### src/verilog/oms_cfg.svh
// constants of the operating mode supervisor
// assumes a 100 MHz ref_clk and synchronous event inputs from the spi block
// Contract
// RQ1: leave start-up at threshold; host pin selects mode
// RQ2: host or standalone choice latched until reset
// RQ3: host, undervoltage, low battery: start-up fail, supply off
// RQ4: start-up fail: converter follows dimming if battery ok
// RQ5: host normal mode needs timely watchdog triggers
// RQ6: standalone normal mode entered and kept regardless
// RQ7: normal modes: converter follows dimming input
// RQ8: soft request enters software fallback, defaults restored
// RQ9: software fallback: converter follows fallback enable
// RQ10: watchdog, overtemp or stuck input enter fallback
// RQ11: normal undervoltage over 2 ms enters fallback
// RQ12: start-up below fail level over 4 ms
// RQ13: start-up undervoltage over 100 ms, battery ok
// RQ14: hardware fallback restores defaults, keeps soft bit
// RQ15: hardware fallback: converter follows fallback enable
// RQ16: clear status then trigger watchdog returns normal
// RQ17: power-on reset always ends fallback
// RQ18: host overtemp: regulator off, fallback, failsafe set; code ignores overtemp while already in hardware fallback
// RQ19: overtemp recovery by enable toggle or external supply
// RQ20: standalone overtemp: regulator off, stay normal
// RQ21: standalone dither default, low serial input disables
// RQ22: monitor output copies dimming input unless selected
// RQ23: three watchdog timeouts need reset or enable toggle; code also returns on clear then trigger when ext_supply is set
// RQ24: clear soft bit and trigger watchdog leaves it
// RQ25: six coded states, evaluated every clock cycle
`ifndef OMS_CFG_SVH
`define OMS_CFG_SVH
`define OMS_CLK_MHZ 100
`define OMS_UV_NORM_US 2000
`define OMS_FAIL_START_US 4000
`define OMS_UV_START_US 100000
`define OMS_WD_LIMIT 2'h3
`define OMS_MUX_DIM 2'h0
`endif

### src/verilog/oms_pkg.sv
// types of the operating mode supervisor
// assumes nothing beyond the constants header
package oms_pkg;
  typedef enum logic [2:0] {
    OMS_START = 3'h0,
    OMS_START_FAIL = 3'h1,
    OMS_NORM_HOST = 3'h2,
    OMS_NORM_ALONE = 3'h3,
    OMS_SW_FB = 3'h4,
    OMS_HW_FB = 3'h5
  } oms_state_t;
  typedef enum logic [2:0] {
    OMS_C_NONE = 3'h0,
    OMS_C_WD = 3'h1,
    OMS_C_UV = 3'h2,
    OMS_C_STUCK = 3'h3,
    OMS_C_OT = 3'h4,
    OMS_C_START = 3'h5
  } oms_cause_t;
  // pin and comparator levels from outside the clock domain
  typedef struct packed {
    logic host_detect_reset_pin;
    logic fallback_enable_input;
    logic dim_logic_input;
    logic serial_data_input;
    logic enable_input;
    logic supply_above_startup;
    logic supply_above_fail;
    logic battery_above_min;
    logic regulator_overtemp;
  } oms_pins_t;
  // one-cycle events and levels from the spi block
  typedef struct packed {
    logic wd_trigger;
    logic wd_timeout;
    logic status_clear;
    logic serial_input_stuck_event;
    logic soft_fallback_request_bit;
  } oms_spi_t;
  typedef struct packed {
    logic failsafe;
    logic watchdog_failure_flag;
    logic supply_undervoltage_timeout_flag;
    logic serial_input_stuck_flag;
    logic soft_fallback_status_flag;
    logic regulator_overtemp_flag;
    logic startup_timeout_flag;
  } oms_status_t;
endpackage

### src/verilog/oms_timer.sv
// qualifying timer: fires once a condition has held longer than LIMIT
// assumes run is a synchronous level on ref_clk
`timescale 1ns/10ps
`default_nettype none
module oms_timer #(
  parameter int unsigned LIMIT = 4
) (
  input wire logic ref_clk,
  input wire logic rst_b,
  input wire logic run,
  output logic expired
);
  localparam int W = $clog2(LIMIT + 1);
  typedef struct packed {
    logic [W-1:0] cnt;
  } oms_tmr_t;
  oms_tmr_t s;
  oms_tmr_t next_s;

  // saturate so a long hold keeps the expiry asserted
  always_comb begin
    next_s = s;
    if (!run) begin
      next_s.cnt = '0;
    end else if (s.cnt != W'(LIMIT)) begin
      next_s.cnt = s.cnt + W'(1);
    end
  end

  always_ff @(posedge ref_clk or negedge rst_b) begin
    if (!rst_b) begin
      s <= '0;
    end else begin
      s <= next_s;
    end
  end

  // strictly longer than LIMIT cycles of holding
  assign expired = run && (s.cnt == W'(LIMIT));
endmodule
`default_nettype wire

### src/verilog/oms_supervisor.sv
// operating mode supervisor of the led converter controller
// assumes rst_b is the power-on reset and spi events are on ref_clk
`timescale 1ns/10ps
`default_nettype none
`include "oms_cfg.svh"
module oms_supervisor
  import oms_pkg::*;
#(
  parameter int unsigned UV_NORM_CYC = `OMS_UV_NORM_US * `OMS_CLK_MHZ,
  parameter int unsigned FAIL_START_CYC =
    `OMS_FAIL_START_US * `OMS_CLK_MHZ,
  parameter int unsigned UV_START_CYC = `OMS_UV_START_US * `OMS_CLK_MHZ
) (
  input wire logic ref_clk,
  input wire logic rst_b,
  input wire oms_pins_t pins,
  input wire oms_spi_t spi,
  input wire logic ext_supply,
  input wire logic [1:0] monitor_select,
  output oms_state_t mode,
  output logic host_mode,
  output logic converter_on,
  output logic logic_supply_enable,
  output logic control_defaults_restore,
  output logic dither_enable,
  output logic monitor_mux_output,
  output logic [1:0] monitor_mux_select,
  output oms_status_t status
);
  typedef struct packed {
    oms_pins_t sync1;
    oms_pins_t sync2;
    logic en_prev;
    oms_state_t st;
    oms_cause_t cause;
    logic host;
    logic clear_seen;
    logic [1:0] wd_cnt;
    logic reg_off;
    oms_status_t stat;
    logic conv;
    logic supply_en;
    logic restore;
    logic dither;
    logic mux_out;
    logic [1:0] mux_sel;
  } oms_reg_t;
  oms_reg_t s;
  oms_reg_t next_s;
  oms_pins_t p;
  oms_status_t set_v;
  logic uv_norm_exp;
  logic fail_start_exp;
  logic uv_start_exp;
  logic en_rise;
  logic ot_now;
  logic wd_limit;
  logic spi_ok;
  logic en_ok;
  logic start_fail_go;

  // only the second stage is ever read
  assign p = s.sync2;
  assign en_rise = p.enable_input && !s.en_prev;
  assign ot_now = p.regulator_overtemp;
  assign wd_limit = (s.wd_cnt == `OMS_WD_LIMIT);

  // RQ16 recovery by status clear then trigger
  assign spi_ok = ext_supply || ((s.cause == OMS_C_WD) && !wd_limit) ||
                  (s.cause == OMS_C_UV) || (s.cause == OMS_C_STUCK);
  // RQ23 enable toggle for the hard causes
  assign en_ok = (s.cause == OMS_C_OT) || (s.cause == OMS_C_START) ||
                 ((s.cause == OMS_C_WD) && wd_limit);
  // RQ3 live host pin, start-up only
  assign start_fail_go = p.host_detect_reset_pin &&
                         !p.supply_above_startup && !p.battery_above_min;

  // RQ11 normal-mode undervoltage qualifier
  oms_timer #(.LIMIT(UV_NORM_CYC)) u_uv_norm (
    .ref_clk(ref_clk),
    .rst_b(rst_b),
    .run(s.st == OMS_NORM_HOST && !p.supply_above_startup),
    .expired(uv_norm_exp)
  );
  // RQ12 start-up below fail level
  oms_timer #(.LIMIT(FAIL_START_CYC)) u_fail_start (
    .ref_clk(ref_clk),
    .rst_b(rst_b),
    .run(s.st == OMS_START && p.host_detect_reset_pin &&
         !p.supply_above_fail),
    .expired(fail_start_exp)
  );
  // RQ13 start-up undervoltage with battery present
  oms_timer #(.LIMIT(UV_START_CYC)) u_uv_start (
    .ref_clk(ref_clk),
    .rst_b(rst_b),
    .run(s.st == OMS_START && p.host_detect_reset_pin &&
         !p.supply_above_startup && p.battery_above_min),
    .expired(uv_start_exp)
  );

  // RQ25 one decision per clock cycle
  always_comb begin
    next_s = s;
    set_v = '0;
    next_s.sync1 = pins;
    next_s.sync2 = s.sync1;
    next_s.en_prev = p.enable_input;
    if (spi.status_clear) begin
      next_s.clear_seen = 1'b1;
    end
    unique case (s.st)
      OMS_START: begin
        // RQ18 overtemp with the host pin high leaves start-up
        if (ot_now && p.host_detect_reset_pin) begin
          next_s.st = OMS_HW_FB;
          next_s.cause = OMS_C_OT;
          next_s.reg_off = 1'b1;
          set_v.regulator_overtemp_flag = 1'b1;
        // RQ12 RQ13 start-up timeouts
        end else if (fail_start_exp || uv_start_exp) begin
          next_s.st = OMS_HW_FB;
          next_s.cause = OMS_C_START;
          next_s.reg_off = 1'b1;
          set_v.startup_timeout_flag = 1'b1;
        // RQ1 RQ2 threshold reached, mode latched here only
        end else if (p.supply_above_startup) begin
          next_s.host = p.host_detect_reset_pin;
          next_s.st = p.host_detect_reset_pin ? OMS_NORM_HOST
                                              : OMS_NORM_ALONE;
        // RQ3 start-up fail
        end else if (start_fail_go) begin
          next_s.st = OMS_START_FAIL;
        end
      end
      OMS_START_FAIL: begin
        // left only by power-on reset or overtemp
        if (ot_now) begin
          next_s.st = OMS_HW_FB;
          next_s.cause = OMS_C_OT;
          next_s.reg_off = 1'b1;
          set_v.regulator_overtemp_flag = 1'b1;
        end
      end
      OMS_NORM_HOST: begin
        if (spi.wd_trigger) begin
          next_s.wd_cnt = 2'h0;
        end
        // RQ18 regulator off, failsafe
        if (ot_now) begin
          next_s.st = OMS_HW_FB;
          next_s.cause = OMS_C_OT;
          next_s.reg_off = 1'b1;
          set_v.regulator_overtemp_flag = 1'b1;
        // RQ5 RQ10 missed watchdog
        end else if (spi.wd_timeout) begin
          next_s.st = OMS_HW_FB;
          next_s.cause = OMS_C_WD;
          set_v.watchdog_failure_flag = 1'b1;
          // RQ23 the entering timeout counts, saturating at the limit
          if (!wd_limit) begin
            next_s.wd_cnt = s.wd_cnt + 2'h1;
          end
        // RQ11 long undervoltage
        end else if (uv_norm_exp) begin
          next_s.st = OMS_HW_FB;
          next_s.cause = OMS_C_UV;
          set_v.supply_undervoltage_timeout_flag = 1'b1;
        // RQ10 stuck serial input
        end else if (spi.serial_input_stuck_event) begin
          next_s.st = OMS_HW_FB;
          next_s.cause = OMS_C_STUCK;
          set_v.serial_input_stuck_flag = 1'b1;
        // RQ8 software request
        end else if (spi.soft_fallback_request_bit) begin
          next_s.st = OMS_SW_FB;
        end
      end
      OMS_NORM_ALONE: begin
        // RQ6 RQ20 stays normal, regulator off for good
        if (ot_now) begin
          next_s.reg_off = 1'b1;
          set_v.regulator_overtemp_flag = 1'b1;
        end
      end
      OMS_SW_FB: begin
        if (ot_now) begin
          next_s.st = OMS_HW_FB;
          next_s.cause = OMS_C_OT;
          next_s.reg_off = 1'b1;
          set_v.regulator_overtemp_flag = 1'b1;
        // RQ24 soft bit cleared then watchdog trigger
        end else if (!spi.soft_fallback_request_bit && spi.wd_trigger) begin
          next_s.st = OMS_NORM_HOST;
        end
      end
      OMS_HW_FB: begin
        // RQ23 consecutive timeouts keep counting
        if (spi.wd_timeout && s.cause == OMS_C_WD && !wd_limit) begin
          next_s.wd_cnt = s.wd_cnt + 2'h1;
        end
        // RQ16 RQ19 status read-clear then trigger
        if (s.clear_seen && spi.wd_trigger && spi_ok &&
            p.supply_above_startup) begin
          next_s.st = OMS_NORM_HOST;
          next_s.cause = OMS_C_NONE;
          next_s.reg_off = 1'b0;
        // RQ19 RQ23 enable pin toggled off and on
        end else if (en_rise && en_ok) begin
          next_s.st = OMS_NORM_HOST;
          next_s.cause = OMS_C_NONE;
          next_s.reg_off = 1'b0;
          next_s.wd_cnt = 2'h0;
        end
      end
      default: begin
        next_s.st = OMS_HW_FB;
        next_s.cause = OMS_C_NONE;
      end
    endcase
    // RQ10 every hardware entry marks failsafe
    if (next_s.st == OMS_HW_FB && s.st != OMS_HW_FB) begin
      set_v.failsafe = 1'b1;
      next_s.clear_seen = 1'b0;
    end
    // set wins over the clear in the same cycle
    if (spi.status_clear) begin
      next_s.stat = set_v;
      // RQ19 a status clear drops the overtemp bit only for an externally supplied host
      next_s.stat.regulator_overtemp_flag = set_v.regulator_overtemp_flag ||
        (s.stat.regulator_overtemp_flag && !ext_supply);
    end else begin
      next_s.stat = s.stat | set_v;
    end
    // RQ16 RQ24 a return to normal reports failsafe 0
    if (next_s.st == OMS_NORM_HOST && s.st != OMS_NORM_HOST) begin
      next_s.stat.failsafe = 1'b0;
      next_s.stat.watchdog_failure_flag = 1'b0;
      next_s.stat.supply_undervoltage_timeout_flag = 1'b0;
      next_s.stat.serial_input_stuck_flag = 1'b0;
      // RQ19 a restart after shutdown also drops the overtemp bit
      next_s.stat.regulator_overtemp_flag = 1'b0;
    end
    next_s.stat.soft_fallback_status_flag = (next_s.st == OMS_SW_FB);
    // converter on/off follows the state being entered
    unique case (next_s.st)
      // RQ4 battery gates the dimming input
      OMS_START_FAIL: next_s.conv = p.battery_above_min &&
                                    p.dim_logic_input;
      // RQ7 dimming input in both normal modes
      OMS_NORM_HOST, OMS_NORM_ALONE: next_s.conv = p.dim_logic_input;
      // RQ9 RQ15 fallback enable drives the converter
      OMS_SW_FB, OMS_HW_FB: next_s.conv = p.fallback_enable_input;
      default: next_s.conv = 1'b0;
    endcase
    // RQ3 RQ18 RQ20 supply off in start-up fail or after shutdown
    next_s.supply_en = (next_s.st != OMS_START_FAIL) && !next_s.reg_off;
    // RQ8 RQ14 register block holds defaults, soft bit untouched
    next_s.restore = (next_s.st == OMS_SW_FB) || (next_s.st == OMS_HW_FB);
    // RQ21 low serial input disables dither when standalone
    next_s.dither = (next_s.st != OMS_NORM_ALONE) || p.serial_data_input;
    // RQ22 default selection shows the dimming input
    next_s.mux_sel = next_s.restore ? `OMS_MUX_DIM : monitor_select;
    next_s.mux_out = (next_s.mux_sel == `OMS_MUX_DIM) && p.dim_logic_input;
  end

  // RQ17 power-on reset returns everything to start-up
  always_ff @(posedge ref_clk or negedge rst_b) begin
    if (!rst_b) begin
      s <= '0;
    end else begin
      s <= next_s;
    end
  end

  assign mode = s.st;
  assign host_mode = s.host;
  assign converter_on = s.conv;
  assign logic_supply_enable = s.supply_en;
  assign control_defaults_restore = s.restore;
  assign dither_enable = s.dither;
  assign monitor_mux_output = s.mux_out;
  assign monitor_mux_select = s.mux_sel;
  assign status = s.stat;
endmodule
`default_nettype wire

### config.mk
export PLATFORM = sky130hd
export DESIGN_NAME = oms_supervisor
export DESIGN_NICKNAME = d
export VERILOG_FILES = /design/src/verilog/oms_pkg.sv /design/src/verilog/oms_timer.sv /design/src/verilog/oms_supervisor.sv
export VERILOG_INCLUDE_DIRS = /design/src /design/src/verilog
export SDC_FILE = /design/constraint.sdc
export NUM_CORES = 1
export LEC_CHECK = 0
export ABC_AREA = 1
export ABC_CLOCK_PERIOD_IN_PS = 3140
export BUFFER_PORTS_ARGS = -buffer_cell sky130_fd_sc_hd__buf_2
export CAP_MARGIN = 20
export CELL_PAD_IN_SITES_DETAIL_PLACEMENT = 0
export CELL_PAD_IN_SITES_GLOBAL_PLACEMENT = 1
export CORE_ASPECT_RATIO = 0.6
export CORE_MARGIN = 10
export CORE_UTILIZATION = 45
export CTS_BUF_LIST = sky130_fd_sc_hd__clkbuf_16
export CTS_CLUSTER_SIZE = 30
export DETAILED_ROUTE_END_ITERATION = 8
export GPL_TIMING_DRIVEN = 0
export PLACE_DENSITY = 0.89
export SYNTH_ARGS = -nofsm -noshare
export SYNTH_HDL_FRONTEND = slang
export SYNTH_HIERARCHICAL = 1
export SYNTH_SLANG_ARGS = --single-unit
### constraint.sdc
create_clock -name ref_clk -period 3.14 [get_ports ref_clk]
set_input_delay 0.314 -clock ref_clk [delete_from_list [all_inputs] [get_ports ref_clk]]
set_output_delay 0.314 -clock ref_clk [all_outputs]
set_load 0.005 [all_outputs]
; Word-level counts from Yosys, hierarchy flattened
; Cells that the tools add are included.
[totals]
out_inout_bits = 18
in_bits = 19
wordCells = 195
regBits = 105
[op_classes]
n_addsub = 4
bitwise = 4
muxes = 59
eq_ne = 34
n_reduce_logical = 53
[op_table]
columns = op, n
row1 = $mux 24, 2
row2 = $mux 6, 7
row3 = $mux 3, 13
row4 = $mux 19, 2
row5 = $mux 18, 2
row6 = $pmux 6 s6, 1
row7 = $logic_and 1x1->1, 27
row8 = $add 24x1->24 const B, 1
row9 = $eq 24x24->1 const B, 1
row10 = $ne 24x24->1 const B, 1
row11 = $add 19x1->19 const B, 1
row12 = $eq 19x19->1 const B, 1
row13 = $ne 19x19->1 const B, 1
row14 = $add 18x1->18 const B, 1
row15 = $eq 18x18->1 const B, 1
row16 = $eq 3x2->1 const B, 6
row17 = $eq 3x3->1 const B, 6
row18 = $mux 1, 18
row19 = $ne 18x18->1 const B, 1
row20 = $mux 2, 8
row21 = $ne 2x2->1 const B, 5
row22 = $eq 3x1->1 const B, 3
row23 = $logic_or 1x1->1, 9
row24 = $logic_not 1->1, 8
row25 = 20 further kinds, 28

; Logic depth before layout (Yosys ltp)
; Gate-level depths: netlist of run 1.
[depth]
ltp_word = 16
mapped_depth = 19
ltp_nobuf = 19

; Cells and area by module
; The synthesis of run 1 kept the hierarchy.
[by_module_without_submodules]
columns = module, seq_area_each_um2, instances, cells_per_inst, area_per_inst_um2
row1 = oms_supervisor, 1101.1, 1, 230, 2073.2
row2 = oms_timer at u_uv_start, 600.6, 1, 234, 1555.2
row3 = oms_timer at u_fail_start, 475.5, 1, 182, 1262.5
row4 = oms_timer at u_uv_norm, 450.4, 1, 167, 1159.9

; Least setup slack after synthesis of run 1
; Ideal clock, no wire load.
[synth_timing]
path_kind = flip-flop to flip-flop
from = register s, in the netlist mode[1]
to = register s, in the netlist logic_supply_enable
t_required_ps = 3027
n_path_buf = 1
path_stages_with_launch = 18
synth_period_minus_slack_ps = 2381
setup_ps = 113
path_slack_ps = 759
t_arrival_ps = 2268
cell_sequence = dfrtp_1 -> nor2_1 -> inv_2 -> nor2_4 -> nand2_1 -> nor3_1 -> inv_1 -> clkbuf_1 -> nor2_1 -> nor2_1 -> nand2_2 -> nor2_2 -> nand2_1 -> nand3_4 -> nor2_2 -> nand2_1 -> nand2_1 -> inv_1
[synth_rtl]
columns = element, line
row1 = "start, declared", oms_supervisor.sv:48  ; oms_reg_t s;
row2 = "start signal, assigned", oms_supervisor.sv:272  ; s <= next_s;

==> results of run 1 <==
## power groups by stage
stage               logic [mW]  clock network, mW  registers [mW]
global placement         0.970                  0            1.60
detailed placement       0.982                  0            1.61
finish                    1.00               1.14            1.58
global route              1.13               1.22            1.60
CTS                      0.995               1.17            1.58
floorplan                0.695                  0            1.59
## repair_timing
action / in CTS / in global routing
gates resized for setup: 1 / 5
setup endpoints to repair: 11 / 15
hold endpoints to repair: 41 / 0
pin swaps: 0 / 1
hold buffers: 1 / 0
setup buffers: 0 / 8
## worst reg2reg max path: stages (launching register included)
cell and delay (ps):
dfrtp_2 480, nor2_1 130, inv_2 80, nor2_4 150, nand2_1 170, nor3_4 360, clkinvlp_4 270, nor2_1 180
nor2_1 110, nand2_2 100, nor2_1 60, a21oi_1 130, nor2_1 80, nand3_1 120, nand3_1 150, o21ai_1 110
inv_1 50
## routing by layer
metal  GRT usage  wire [um]  vias to the layer above
met5           0          0                        -
met4      0.0393        131                        0
met3      0.0329        939                       11
met2       0.203       5360                      137
met1       0.273       8410                     2399
li1            -          -                     2672
## metrics by stage
step           cells  TNS [ps]   util  total power [mW]  worst slack (ps)
5_1_grt         1044         0  0.527              3.96              17.2
3_5_place_dp    1020      -802  0.498              2.59              -164
4_1_cts         1037         0  0.521              3.75              63.9
6_report        1044         0  0.527              3.72               320
3_3_place_gp    1019      -891  0.495              2.57              -185
2_1_floorplan    813         0      -              2.28               759
## cell families (layout without fill, tap and decap cells)
| family | after synthesis | in the layout | synth area share |
|---|---|---|---|
| xor gates and xnor gates | 13 | 13 | 0.0188 |
| AOI/OAI and AO/OA | 62 | 62 | 0.0577 |
| adders and majority gates | 7 | 7 | 0.0145 |
| DFF | 105 | 105 | 0.434 |
| buffers and inverters | 117 | 178 | 0.0819 |
| and+or+nand+nor | 508 | 508 | 0.391 |
| muxes | 1 | 1 | 0.00186 |
## synth_stat cells, types with 2 or more instances
| cell type | count | share of area |
|---|---|---|
| a21oi_1 | 25 | 0.021 |
| and2_1 | 2 | 0.0021 |
| and3_1 | 2 | 0.0021 |
| buf_4 | 12 | 0.015 |
| clkbuf_1 | 5 | 0.0031 |
| dfrtp_1 | 105 | 0.43 |
| ha_1 | 7 | 0.014 |
| inv_1 | 90 | 0.056 |
| inv_2 | 7 | 0.0043 |
| nand2_1 | 202 | 0.13 |
| nand2_2 | 20 | 0.021 |
| nand2_4 | 2 | 0.0037 |
| nand3_1 | 53 | 0.044 |
| nand3_2 | 7 | 0.012 |
| nand3b_1 | 5 | 0.0062 |
| nand4_1 | 18 | 0.019 |
| nor2_1 | 136 | 0.084 |
| nor2_2 | 27 | 0.028 |
| nor2_4 | 9 | 0.017 |
| nor3_1 | 16 | 0.013 |
| nor3b_1 | 2 | 0.0025 |
| nor3b_2 | 2 | 0.0041 |
| nor4_1 | 2 | 0.0021 |
| o21ai_0 | 22 | 0.018 |
| o21ai_1 | 6 | 0.0050 |
| xnor2_1 | 3 | 0.0043 |
| xor2_1 | 10 | 0.014 |
## worst paths after layout
kind | start | end | slack, ps
worst max-delay path | mode[1] | s[17] | 320
worst min-delay path | pins[3] | next_s[29] | 70
worst max register to register | mode[1] | s[17] | 320
worst min register to register | next_s[33] | p[7] | 340
max in group asynchronous | rst_b | mode[0] | 1940
min in group asynchronous | rst_b | u_fail_start/s[13] | 490
## flip-flops by register name, summed over array words and instances (netlist names), 2 cells and up
name	count
mode	3
monitor_mux_select	2
next_s	10
p	7
s	8
status	7
u_fail_start/s	19
u_uv_norm/s	18
u_uv_start/s	24
## area by class of cell
class | count | area, sq um | area share
Multi-Input combinational cell | 591 | 2940 | 0.429
Sequential cell | 105 | 2630 | 0.384
Inverter | 99 | 379 | 0.0553
Timing Repair Buffer | 46 | 278 | 0.0405
Clock buffer | 9 | 225 | 0.0329
Tap cell | 170 | 213 | 0.0310
Buffer | 17 | 116 | 0.0170
Clock inverter | 7 | 71.3 | 0.0104
==> flow_metrics.env, run 1 <==
export IMPL_startpoint_type="flip-flop"
export IMPL_area_growth_pct=13.3
export IMPL_cts_buffer_depth=2
export IMPL_initial_utilization=0.465
export IMPL_final_nets=895
export IMPL_layout_commonest_cell="nand2_1"
export IMPL_portBuffers=36
export IMPL_grt_overflow=0
export IMPL_ys_async_sr_fraction=1.00
export IMPL_final_cell_area_sq_um=6850
export IMPL_internal_power_mw=2.49
export IMPL_cts_buffers=9
export IMPL_fillers=1291
export IMPL_grt_total_usage=0.165
export IMPL_netlist_instances=813
export IMPL_maxCapViolCount=0
export IMPL_drive_gt1_frac=0.183
export IMPL_skew_ps=10.0
export IMPL_gp_congestion=0.912
export IMPL_critPathBufInv=3
export IMPL_setup_viol=0
export IMPL_synth_cell_types=43
export IMPL_fmax_mhz=355
export IMPL_cp_max_fo=7
export IMPL_arrival_ps=3070
export IMPL_wl_per_cell_um=14.2
export IMPL_crit_slowest_cell="dfrtp_2"
export IMPL_worstPathCellList="nor2_1 > inv_2 > nor2_4 > nand2_1 > nor3_4 > clkinvlp_4 > nor2_1 > nor2_1 > nand2_2 > nor2_1 > a21oi_1 > nor2_1 > nand3_1 > nand3_1 > o21ai_1 > inv_1"
export IMPL_avgSynthCellArea_sq_um=7.44
export IMPL_whs_ps=66.2
export IMPL_post_dp_cell_area_sq_um=6470
export IMPL_hold_depth=1
export IMPL_grt_max_degree=65
export IMPL_htreeDepth=3
export IMPL_synthesis_area_sq_um=6050
export IMPL_crit_type="reg2reg"
export IMPL_max_stage_delay_ps=480
export IMPL_leakage_nw=3.00
export IMPL_slew_headroom=0.626
export IMPL_viasPerCell=5.00
export IMPL_hold_viol_final=0
export IMPL_drt_initial_drc_count=539
export IMPL_antenna_cells=0
export IMPL_grt_pass1_wl_um=24600
export IMPL_ys_flop_type="dfrtp_1"
export IMPL_cp_top_family="simple AND/OR/NAND/NOR gates"
export IMPL_ys_warn_count=6
export IMPL_path_depth=16
export IMPL_worst_r2r_cell_count=16
export IMPL_final_cell_mix="nand2_1, nor2_1, dfrtp_1"
export IMPL_route_detailed_drc=0
export IMPL_layout_min_cycle_time_ps=2820
export IMPL_synth_seq_cells=105
export IMPL_die_w_um=170
export IMPL_pwr_share_clk=0.305
export IMPL_pwr_share_comb=0.269
export IMPL_cts_tree="done"
export IMPL_slew_violations=0
export IMPL_status="finished clean"
export IMPL_cpMostUsedCell="nor2_1"
export IMPL_grt_setup_unrepaired="no"
export IMPL_dieArea_sq_um=18600
export IMPL_end_kind="flip-flop"
export IMPL_worstPathRequired_ps=3390
export IMPL_synth_edff_count=0
export IMPL_num_vias=5219
export IMPL_tightest_slew_ps=560
export IMPL_clock_tree_root_cell="clkbuf_16"
export IMPL_clk_pin_slew_ps=70
export IMPL_yosysSeqAreaShare=0.434
export IMPL_coreArea_sq_um=13000
export IMPL_hpwl_um=11400
export IMPL_rows=32
export IMPL_switching_share=0.331
export IMPL_p_seq_frac=0.426
export IMPL_wirelength_um=14800
export IMPL_p_per_area_nw_per_um2=543
export IMPL_syn_nets=839
export IMPL_min_period_over_period=0.898
export IMPL_grt_antenna_before_repair=0
export IMPL_grt_pass1_vias=4691
export IMPL_p_switching_mw=1.23
export IMPL_postRouteAntennaNets=0
export IMPL_peakVddDrop_mv=0.287
export IMPL_ios=37
export IMPL_hold_path_class="in2reg"
export IMPL_fp_dieH_um=110
export IMPL_cts_sinks=105
export IMPL_drtPass1Iterations=5
export IMPL_worstSkewPairLatency_ps=350
Note: power is estimated with default switching activity, not from simulation.
==> inputs of run 2 (changes only) <==
- ABC_CLOCK_PERIOD_IN_PS: 3140 -> 2950
- RECOVER_POWER: default -> 50
- clock period: 3.14 -> 2.95 ns (I/O delays scaled with it)
==> flow_metrics.env, run 2 (same netlist as run 1, synthesis figures left out) <==
export IMPL_holdPathEnd="next_s[29]"
export IMPL_p_per_area_nw_per_um2=583
export IMPL_crit_type="reg2reg"
export IMPL_cp_max_fo=7
export IMPL_cts_buffers=9
export IMPL_skew_ps=8.47
export IMPL_status="finished clean"
export IMPL_cts_tree="done"
export IMPL_hold_viol_final=0
export IMPL_largest_reg_flops=24
export IMPL_antenna_cells=0
export IMPL_area_growth_pct=13.0
export IMPL_portBuffers=36
export IMPL_layout_min_cycle_time_ps=2690
export IMPL_worstSkewPairLatency_ps=360
export IMPL_setup_viol=0
export IMPL_num_vias=5221
export IMPL_die_w_um=170
export IMPL_pre_cts_ws_ps=-354
export IMPL_cts_sinks=105
export IMPL_regToRegEndpoint="logic_supply_enable"
export IMPL_fmax_mhz=372
export IMPL_leakage_nw=2.97
export IMPL_tightest_slew_ps=1030
export IMPL_final_nets=895
export IMPL_regMostFlops="u_uv_start/s"
export IMPL_grt_overflow=0
export IMPL_htreeDepth=3
export IMPL_wirelength_um=14900
export IMPL_route_detailed_drc=0
export IMPL_worstReg2RegStart="mode[1]"
export IMPL_grt_pass1_wl_um=24600
export IMPL_maxCapViolCount=0
export IMPL_min_period_over_period=0.911
export IMPL_drt_initial_drc_count=491
export IMPL_viasPerCell=5.00
export IMPL_r2r_slack_ps=260
export IMPL_dieArea_sq_um=18600
export IMPL_layout_commonest_cell="nand2_1"
export IMPL_setup_ws_ps=264
export IMPL_clk_pin_slew_ps=70
export IMPL_grt_total_usage=0.165
export IMPL_gp_congestion=0.912
export IMPL_wl_per_cell_um=14.3
export IMPL_final_cell_area_sq_um=6840
export IMPL_hold_depth=1
export IMPL_power_mw=3.98
export IMPL_ios=37
export IMPL_hold_path_class="in2reg"
export IMPL_worstPathRequired_ps=3200
export IMPL_rows=32
export IMPL_worst_r2r_cell_count=16
export IMPL_end_kind="flip-flop"
export IMPL_post_dp_cell_area_sq_um=6470
export IMPL_cts_buffer_depth=2
export IMPL_final_cell_mix="nand2_1, nor2_1, dfrtp_1"
export IMPL_hpwl_um=11400
export IMPL_peakVddDrop_mv=0.300
export IMPL_clock_tree_root_cell="clkbuf_16"
export IMPL_whs_ps=43.2
export IMPL_worstHoldStart="pins[3]"
export IMPL_slew_violations=0
export IMPL_drtPass1Iterations=5
export IMPL_top_regs="u_uv_start/s: 24 flops, u_fail_start/s: 19 flops, u_uv_norm/s: 18 flops"
export IMPL_grt_pass1_vias=4677
export IMPL_grt_antenna_before_repair=0
export IMPL_fin_tns_setup_ps=0
export IMPL_drive_gt1_frac=0.177
export IMPL_slew_headroom=0.315
export IMPL_arrival_ps=2940
export IMPL_startpoint_type="flip-flop"
export IMPL_grt_max_degree=65
export IMPL_fp_dieH_um=110
export IMPL_postRouteAntennaNets=0
export IMPL_grt_setup_unrepaired="no"
export IMPL_coreArea_sq_um=13000
export IMPL_initial_utilization=0.465
-- run 2: changes by cell type in the layout (fill, tap and decap cells not counted), moves of 2 or more --
cell and delta:
buf_2 -10, buf_4 -6, clkbuf_1 +9, clkbuf_4 +7, nand3_1 -2, nand3_2 +2
-- run 2: report_power, final --
group	internal [mW]	total, mW	switching [mW]
logic	0.411	1.08	0.673
clock network	0.659	1.21	0.554
registers	1.58	1.69	0.105
total	2.65	3.98	1.33
-- run 2: timing repair --
| item | in CTS | in global routing |
|---|---|---|
| setup endpoints to repair | 20 | 9 |
| hold endpoints to repair | 41 | 0 |
| hold buffers | 1 | 0 |
| buffers inserted | 0 | 9 |
| pin swaps | 0 | 2 |
| gates resized for setup | 2 | 8 |
-- run 2: per-layer routing --
metal  track usage  routed length, um
met1         0.273               8530
met2         0.202               5400
met3        0.0329                836
met4        0.0393                136
met5             0                  0
-- run 2: through the flow --
| step | utilization | cells |
|---|---|---|
| after global routing | 0.525 | 1044 |
| after detailed placement | 0.498 | 1020 |
| final | 0.525 | 1044 |
| after floorplan | - | 813 |
| after CTS | 0.522 | 1036 |
| after global placement | 0.495 | 1019 |
-- run 2: critical path, stage by stage, from the launching register on --
cell        delay (ps)
dfrtp_2            480
nor2_1             130
inv_2               80
nor2_4             160
nand2_2            120
nor3_4             340
clkinvlp_4         270
nor2_2             170
nor2_1              90
nand2_2            100
nor2_2              60
nand2_1            140
nand3_4            130
nor2_2             140
nand2_1             60
nand2_1             70
inv_1               40
-- run 2: how the worst max path moves through the flow --
stage	from	to	slack, ps	cells after the start
finish	mode[1]	logic_supply_enable	260	16
global placement	mode[1]	s[17]	-370	17
floorplan	mode[1]	logic_supply_enable	570	17
CTS	mode[1]	s[17]	110	16
global route	mode[0]	s[17]	20	16
detailed placement	mode[1]	s[17]	-350	17
-- run 2: area by class of cell --
type / count / area [sq um]
buffer: 16 / 113
inverter: 99 / 379
timing repair buffer: 47 / 250
multi-input combinational: 591 / 2960
clock inverter: 7 / 71.3
sequential: 105 / 2630
tap: 170 / 213
fill: 1302 / 6170
clock buffer: 9 / 225
